--- config.mk ---
export PLATFORM = sky130hd
export DESIGN_NAME = bcp_top
export DESIGN_NICKNAME = d
export VERILOG_FILES = /design/src/logic/bcp_channel.v /design/src/logic/bcp_top.v
export VERILOG_INCLUDE_DIRS = /design/src /design/src/logic
export SDC_FILE = /design/constraint.sdc
export NUM_CORES = 1
export LEC_CHECK = 0
export BUFFER_PORTS_ARGS = -buffer_cell sky130_fd_sc_hd__buf_2
export CAP_MARGIN = 20
export CORE_MARGIN = 3
export CORE_UTILIZATION = 30
export CTS_CLUSTER_DIAMETER = 40
export DETAILED_ROUTE_END_ITERATION = 10
export PLACE_DENSITY = 0.51
export RECOVER_POWER = 100
export SYNTH_ARGS = -nofsm -noshare
export SYNTH_HDL_FRONTEND = slang
export SYNTH_HIERARCHICAL = 1
export SYNTH_SLANG_ARGS = --single-unit
--- constraint.sdc ---
create_clock -name mclk -period 3.78 [get_ports mclk]
set_input_delay 0.378 -clock mclk [delete_from_list [all_inputs] [get_ports mclk]]
set_output_delay 0.378 -clock mclk [all_outputs]
set_load 0.01 [all_outputs]
--- src/logic/bcp_defs.vh ---
// constants for the buffered compare pwm block
`ifndef BCP_DEFS_VH
`define BCP_DEFS_VH
`define BCP_CNT_W       16
`define BCP_MOD_RESET   16'hFFFF
`define BCP_CMP_RESET   16'h0000
// compare action field encoding (two bits)
`define BCP_ACT_NONE    2'h0
`define BCP_ACT_TOGGLE  2'h1
`define BCP_ACT_CLEAR   2'h2
`define BCP_ACT_SET     2'h3
`endif

--- src/logic/bcp_channel.v ---
// one compare channel: match detection and pin action
`timescale 1ns/100ps
module bcp_channel #(
    parameter W = 16
) (
    input  wire         mclk,
    input  wire         rst,
    input  wire [W-1:0] count,
    input  wire         overflow,
    input  wire [W-1:0] compare_value,
    input  wire [1:0]   compare_action,
    input  wire         toggle_on_overflow,
    input  wire         enable,
    output reg          pin_level
);
`include "bcp_defs.vh"
    reg next_pin;
    wire match;
    assign match = enable && (count == compare_value);

    always @* begin
        next_pin = pin_level;
        // overflow toggle first, then compare action; a set or clear match on the wrap cycle wins, a toggle match undoes the overflow toggle
        if (enable && overflow && toggle_on_overflow) begin
            next_pin = ~pin_level;
        end
        if (match) begin
            case (compare_action)
                `BCP_ACT_TOGGLE: next_pin = ~next_pin;
                `BCP_ACT_CLEAR:  next_pin = 1'b0;
                `BCP_ACT_SET:    next_pin = 1'b1;
                default:         next_pin = next_pin;
            endcase
        end
    end

    always @(posedge mclk or posedge rst) begin
        if (rst) begin
            pin_level <= 1'b0;
        end else begin
            pin_level <= next_pin;
        end
    end
endmodule

--- src/logic/bcp_top.v ---
// buffered compare and pwm pair: counter, channel hand-over, pin muxing
`timescale 1ns/100ps
`include "bcp_defs.vh"
module bcp_top #(
    parameter W = `BCP_CNT_W
) (
    input  wire         mclk,
    input  wire         rst,
    input  wire         channel_link_select,
    input  wire [W-1:0] modulo_value,
    input  wire [W-1:0] ch0_compare_data,
    input  wire         ch0_compare_write,
    input  wire [W-1:0] ch1_compare_data,
    input  wire         ch1_compare_write,
    input  wire         ch0_enable,
    input  wire [1:0]   ch0_action,
    input  wire         ch0_toggle_ovf,
    input  wire         ch1_enable,
    input  wire [1:0]   ch1_action,
    input  wire         ch1_toggle_ovf,
    input  wire         gpio_b_out,
    input  wire         gpio_b_drive,
    output reg  [W-1:0] count,
    output reg          overflow_pulse,
    output reg          active_channel,
    output reg          compare_out_pin_a,
    output reg          compare_out_pin_b,
    output reg          pin_b_oe_n
);
    // ==========================================
    // compare registers and hand-over state
    reg  [W-1:0] ch0_compare;
    reg  [W-1:0] ch1_compare;
    reg          last_written;
    reg          link_prev;
    wire         wrap;
    wire [W-1:0] active_compare;
    wire         pin_a_level;
    wire         pin_b_level;
    wire         ch1_unlinked_en;

    assign wrap = (count == modulo_value);

    always @(posedge mclk or posedge rst) begin
        if (rst) begin
            count          <= `BCP_CMP_RESET;
            overflow_pulse <= 1'b0;
        end else begin
            overflow_pulse <= wrap;
            if (wrap) begin
                count <= {W{1'b0}};
            end else begin
                count <= count + 1'b1;
            end
        end
    end

    always @(posedge mclk or posedge rst) begin
        if (rst) begin
            ch0_compare <= `BCP_CMP_RESET;
            ch1_compare <= `BCP_CMP_RESET;
        end else begin
            // new values land at once; active one acts like plain compare
            if (ch0_compare_write) begin
                ch0_compare <= ch0_compare_data;
            end
            if (ch1_compare_write) begin
                ch1_compare <= ch1_compare_data;
            end
        end
    end

    // ==========================================
    // channel selection across overflows
    always @(posedge mclk or posedge rst) begin
        if (rst) begin
            last_written   <= 1'b0;
            active_channel <= 1'b0;
            link_prev      <= 1'b0;
        end else begin
            link_prev <= channel_link_select;
            if (channel_link_select && !link_prev) begin
                last_written   <= 1'b0;
                active_channel <= 1'b0;
            end else begin
                // both written in one cycle: channel 1 treated as last
                if (ch1_compare_write) begin
                    last_written <= 1'b1;
                end else if (ch0_compare_write) begin
                    last_written <= 1'b0;
                end
                // hand-over only on wrap, never mid-period
                if (channel_link_select && wrap) begin
                    active_channel <= ch1_compare_write ? 1'b1 :
                                      ch0_compare_write ? 1'b0 : last_written;
                end
            end
        end
    end

    assign active_compare = (channel_link_select && active_channel) ?
                            ch1_compare : ch0_compare;

    // linked: channel 0 controls alone, channel 1 controls are ignored
    assign ch1_unlinked_en = ch1_enable && !channel_link_select;

    bcp_channel #(.W(W)) u_ch_a (
        .mclk               (mclk),
        .rst                (rst),
        .count              (count),
        .overflow           (wrap),
        .compare_value      (active_compare),
        .compare_action     (ch0_action),
        .toggle_on_overflow (ch0_toggle_ovf),
        .enable             (ch0_enable),
        .pin_level          (pin_a_level)
    );

    bcp_channel #(.W(W)) u_ch_b (
        .mclk               (mclk),
        .rst                (rst),
        .count              (count),
        .overflow           (wrap),
        .compare_value      (ch1_compare),
        .compare_action     (ch1_action),
        .toggle_on_overflow (ch1_toggle_ovf),
        .enable             (ch1_unlinked_en),
        .pin_level          (pin_b_level)
    );

    // ==========================================
    // pin drivers
    always @(posedge mclk or posedge rst) begin
        if (rst) begin
            compare_out_pin_a <= 1'b0;
            compare_out_pin_b <= 1'b0;
            pin_b_oe_n        <= 1'b1;
        end else begin
            compare_out_pin_a <= pin_a_level;
            if (channel_link_select) begin
                compare_out_pin_b <= gpio_b_out;
                pin_b_oe_n        <= ~gpio_b_drive;
            end else begin
                compare_out_pin_b <= pin_b_level;
                pin_b_oe_n        <= ~ch1_enable;
            end
        end
    end
endmodule

# Word-level counts from Yosys, hierarchy flattened

Index checks and enable logic that the tools add are counted.
Widths: inputs -> output; s select.

Input port bits: 63
Logic and storage cells: 56
Bits in registers: 57
Output and inout port bits: 21

Bitwise logic cells: 6
Mux-type cells: 15
Add/sub/neg operators: 1
Equal/unequal tests: 9
Reduce and logical (&&, ||, !) cells: 13

Operators with widths:

| cell                  | count |
|---|---|
| $eq 16x16->1          | 3 |
| $mux 16               | 2 |
| $add 16x1->16 const B | 1 |
| $mux 1                | 11 |
| $logic_and 1x1->1     | 10 |
| $eq 2x2->1 const B    | 4 |
| $not 1->1             | 6 |
| $pmux 1 s3            | 2 |
| $eq 2x1->1 const B    | 2 |
| $logic_not 1->1       | 2 |
| $reduce_bool 2->1     | 1 |

# Logic depth before layout (Yosys ltp)

Depth in word-level cells: 8
Depth in mapped cells: 9
Mapped depth without buffers: 7

# Modules after synthesis

Netlist, hierarchy kept.

Modules (own cells, without submodules):

| module      | area an instance (sq um) | instances | seq. area each (sq um) | cells each |
|---|---|---|---|---|
| bcp_top     | 2,517.4                  | 1         | 1,377.6                | 194 |
| bcp_channel | 270.3                    | 2         | 25.0                   | 31 |

# Worst setup path after synthesis

No wires, ideal clock.

Path kind: flip-flop to flip-flop
Start point: register count[8]
End point: register u_ch_b.pin_level
Stages on the path, launching flop included: 9
Data required time: 3.657 ns
Slack: 1.360 ns
Period minus slack after synthesis: 2.420 ns
Arrival: 2.297 ns
Buffers on the path: 1
Library setup time: 0.123 ns
Path through: dfrtp_1 -> xnor2_1 -> nand4_1 -> nor4_4 -> buf_6 -> nand3_1 -> xor2_1 -> or3b_1 -> o221a_1

Cells in the longest elaborated chain, start to end: 7
Elaborated cells on any way between the ends: 9
Those cells by class: eq/ne (2); mux (3); bitwise (1); reduce/logical (3)

Ends and longest elaborated chain:

| what                             | line             | RTL |
|---|---|---|
| start: declaration               | bcp_top.v:23     | `output reg [W-1:0] count,` |
| start signal: assignment         | bcp_top.v:46     | `` count <= `BCP_CMP_RESET; `` |
| start signal: assignment         | bcp_top.v:51     | `count <= {W{1'b0}};` |
| start signal: assignment         | bcp_top.v:53     | `count <= count + 1'b1;` |
| $eq 16x16->1 *                   | bcp_top.v:42     | `assign wrap = (count == modulo_value);` |
| named net wrap                   | bcp_top.v:36     | `wire wrap;` |
| $logic_and 1x1->1 * (2 in a row) | bcp_channel.v:24 | `if (enable && overflow && toggle_on_overflow) begin` |
| $mux 1 *                         | bcp_channel.v:24 |  |
| $not 1->1                        | bcp_channel.v:29 | `` `BCP_ACT_TOGGLE: next_pin = ~next_pin; `` |
| $pmux 1 s3                       | bcp_channel.v:28 | `case (compare_action)` |
| $mux 1 *                         | bcp_channel.v:27 | `if (match) begin` |
| named net u_ch_b.next_pin        | bcp_channel.v:17 | `reg next_pin;` |
| end signal: assignment           | bcp_channel.v:41 | `pin_level <= next_pin;` |
| end: declaration                 | bcp_channel.v:14 | `output reg pin_level` |

The timed path passes the listed nets; every way through them passes the cells marked *.
A chain may end at the register's enable or synchronous reset.

# Worst setup path in the final report

Start point: register count[8]
End point: register active_channel

Cells in the longest elaborated chain, start to end: 3

Ends and longest elaborated chain:

| what                               | line         | RTL |
|---|---|---|
| $eq 16x16->1                       | bcp_top.v:42 |  |
| $logic_and 1x1->1                  | bcp_top.v:93 | `if (channel_link_select && wrap) begin` |
| $reduce_bool 2->1 (no source line) | --           |  |
| end signal: assignment             | bcp_top.v:94 | `active_channel <= ch1_compare_write ? 1'b1 :` |
| end: declaration                   | bcp_top.v:25 | `output reg active_channel,` |

Every way passes these cells.

==> key figures <==
Cells and area
  – Area grow syn2layout: 24.4%
  – Final #Nets: 409
  – Most frequent cells in the layout: buf_2, dfrtp_1, mux2_2, xnor2_1, clkbuf_1
  – Layout cells sized above 1: 38.0%
  – Filler cell count: 1019
  – Storage element area: 1430 µm²
  – Most common cell after layout, fill and taps aside: buf_2
  – Diode count: 0
  – Non-Filler Instances: 483
  – Area of the multi-input gates: 1560 µm²

Timing
  – Actual slew at the worst max-slew pin: roughly 1300 ps
  – Final period util: 74.1%
  – Final worst slack: between 900 and 1000 ps
  – Unrepaired setup endpoints after global routing: false
  – Final Setup Violations: 0
  – Peak Freq: 357 MHz
  – Endpoints failing hold: 0
  – Clock Skew: between 6 and 7 ps
  – Hold slack final: 181 ps
  – Slew headroom: roughly an eighth
  – Max Slew Vio Count: 0
  – Post-route minimum period: 2800 ps
  – Setup TNS after final layout: 0 ps

Routing
  – # DRC: 0
  – Final wirelength: 7530 µm
  – DR pass1 iterations: 4
  – Post-DRT Antenna Nets: 0
  – Vias per cell: 4.61
  – DR iter-0 viols: 93
  – Via count: between 2000 and 2500
  – Routed len/inst: 15.6 µm

Setup path
  – Crit path required time: 4010 ps
  – Crit path buf inv count: 1
  – CP max stage cell: nor4_1
  – Crit. End Element: flop
  – Reg2reg setup slack: about 980 ps
  – Setup crit start kind: flop
  – Critical path's top delay family: simple AND/OR/NAND/NOR gates
  – CP Max Fanout: 18
  – CP cell instances: xnor2_1 -> nand4_1 -> nor4_1 -> clkbuf_1 -> o21ai_0 -> a22o_1
  – Critical path class: flop to flop
  – Critical Path AT: around 3000 ps
  – Critical Path Max Stage Delay: approximately 700 ps

Global routing
  – Largest net degree at the start of global routing: 34
  – Initial antenna violation count: 0
  – GR Util All Layers: around 14%
  – Vias in the first global route: about 2300
  – First-pass GRT wire length: 12200 µm
  – Total gr overflow: 0

Floorplan
  – Core Footprint: 9860 µm²
  – Num rows: 36
  – Die Y: 107 µm
  – Top Ports: 84
  – Die width: 107 µm
  – Initial cell density of the core: 31.0%
  – Die area: 11400 µm²

Yosys
  – Syn_area_per_cell: approximately 12 µm²
  – Syn Inst Count: about 260
  – Seq/Total Area, Yosys: between 40 and 50%
  – Register bit total from synthesis: 57
  – Synth Warn #: 6
  – Syn Nets: 320
  – Synth Cell Area: between 3000 and 4000 µm²
  – Synth cell types: 31

Clock tree
  – TritonCTS clock tree: built
  – Worst-Skew Late Latency: 330 ps
  – CTS Sinks: 57
  – Htree depth: 3
  – Clk slew on worst S/H paths: 70 ps
  – Clk buf depth: 2
  – CTS Buf Count: 9
  – Clk root buf: clkbuf_8
  – Post-CTS setup buffers: 0

Run
  – Max-Cap Viols: 0

Power
  – Total Power: between 1500 and 2000 µW
  – VDD IR max: roughly 0.00026 V
  – Pwr dens: roughly 440 nW/µm²
  – P_leak: roughly 0.0016 µW

Placed design
  – I/O Buffers: 83
  – Routability Congestion: 0.765
  – Post-Place Worst Slack: 1130 ps
  – Dpl hpwl: 5640 µm
  – Post-Place Cells: 466

Run status
  – Status: completed

Worst hold path
  – Hold Path Class: primary input to flop
-- flip-flops by register name, indices dropped and copies added, names as in the netlist --
signal	cells
active_channel	1
ch0_compare	16
ch1_compare	16
compare_out_pin_a	1
compare_out_pin_b	1
count	16
last_written	1
link_prev	1
overflow_pulse	1
pin_b_oe_n	1
u_ch_a/pin_level	1
u_ch_b/pin_level	1
-- final timing paths --
kind / from / end / depth (start not counted)
hold reg to reg: u_ch_a/pin_level / compare_out_pin_a / 0
hold / removal: gpio_b_drive / pin_b_oe_n / 2
setup / recovery: count[8] / active_channel / 6
min in group asynchronous: rst / u_ch_b/pin_level / 3
setup reg to reg: count[8] / active_channel / 6
max in group asynchronous: rst / ch1_compare[15] / 4
-- cell families after synthesis --
logic type / count (synthesis) / synth area share (%)
XOR/XNOR: 64 / 18.3
AND/OR/NAND/NOR: 61 / 11.9
flip-flops: 57 / 46.7
multiplexers: 49 / 18.0
buffers and inverters: 13 / 1.92
AO/OA/AOI/OAI: 11 / 2.74
adder cells (fa/ha/maj): 1 / 0.409
-- area by class of cell --
cell class                 instances  area share [%]
tap                              133            4.38
timing repair buffer              86            10.7
clock inverter                     5            2.04
sequential                        57            37.5
clock buffer                      11            3.98
inverter                           5           0.493
multi-input combinational        186            40.9
-- metal layers --
| layer | GRT usage (%) | vias up | wire length, µm | part of all wire (%) |
|---|---|---|---|---|
| met1 | 19.0 | 1087 | 3610 | 48 |
| li1 | - | 1073 | - | - |
| met5 | 0 | - | 0 | 0 |
| met4 | 4.38 | 0 | 70 | 0.93 |
| met2 | 21.6 | 62 | 3460 | 46 |
| met3 | 3.85 | 5 | 384 | 5.1 |
-- power breakdown --
part           switching [µW]  internal [µW]  total, µW
sequential               85.1            667        752
combinational             124            159        283
clock                     249            405        653
-- stage by stage --
stage / cell area (µm²) / utilization (%)
finish: 3800 / 38.6
global route: 3800 / 38.6
CTS: 3850 / 39.1
detailed placement: 3610 / 36.6
global placement: 3610 / 36.6
floorplan: 3060 / -
-- Yosys cell counts --
library cell | instances | share of area, %
nor4_4 | 1 | 0.70
a21oi_1 | 3 | 0.49
and3_2 | 2 | 0.49
dfstp_2 | 1 | 0.86
nand3_1 | 10 | 1.6
nor2b_1 | 1 | 0.20
clkbuf_1 | 3 | 0.37
dfrtp_1 | 56 | 46
a21bo_2 | 2 | 0.65
and4_2 | 1 | 0.33
nor2_1 | 16 | 2.0
xnor2_1 | 42 | 12
xor2_1 | 22 | 6.3
nand4_1 | 10 | 2.0
o21ai_1 | 1 | 0.16
buf_1 | 2 | 0.25
and3_1 | 3 | 0.61
a31oi_1 | 2 | 0.41
mux2_2 | 49 | 18
inv_1 | 5 | 0.61
nor4_1 | 2 | 0.41
a22o_1 | 1 | 0.29
or3b_1 | 2 | 0.57
and4_1 | 2 | 0.57
nor3_4 | 2 | 1.1
ha_1 | 1 | 0.41
buf_6 | 1 | 0.37
nand2_1 | 8 | 0.98
o221a_1 | 2 | 0.74
and2b_2 | 1 | 0.29
buf_2 | 2 | 0.33
-- repair_timing --
action	CTS	global route
hold endpoints to repair	2	0
hold buffers	1	0
gates resized for setup	0	0
No activity file was read; power rests on OpenSTA's default activity.
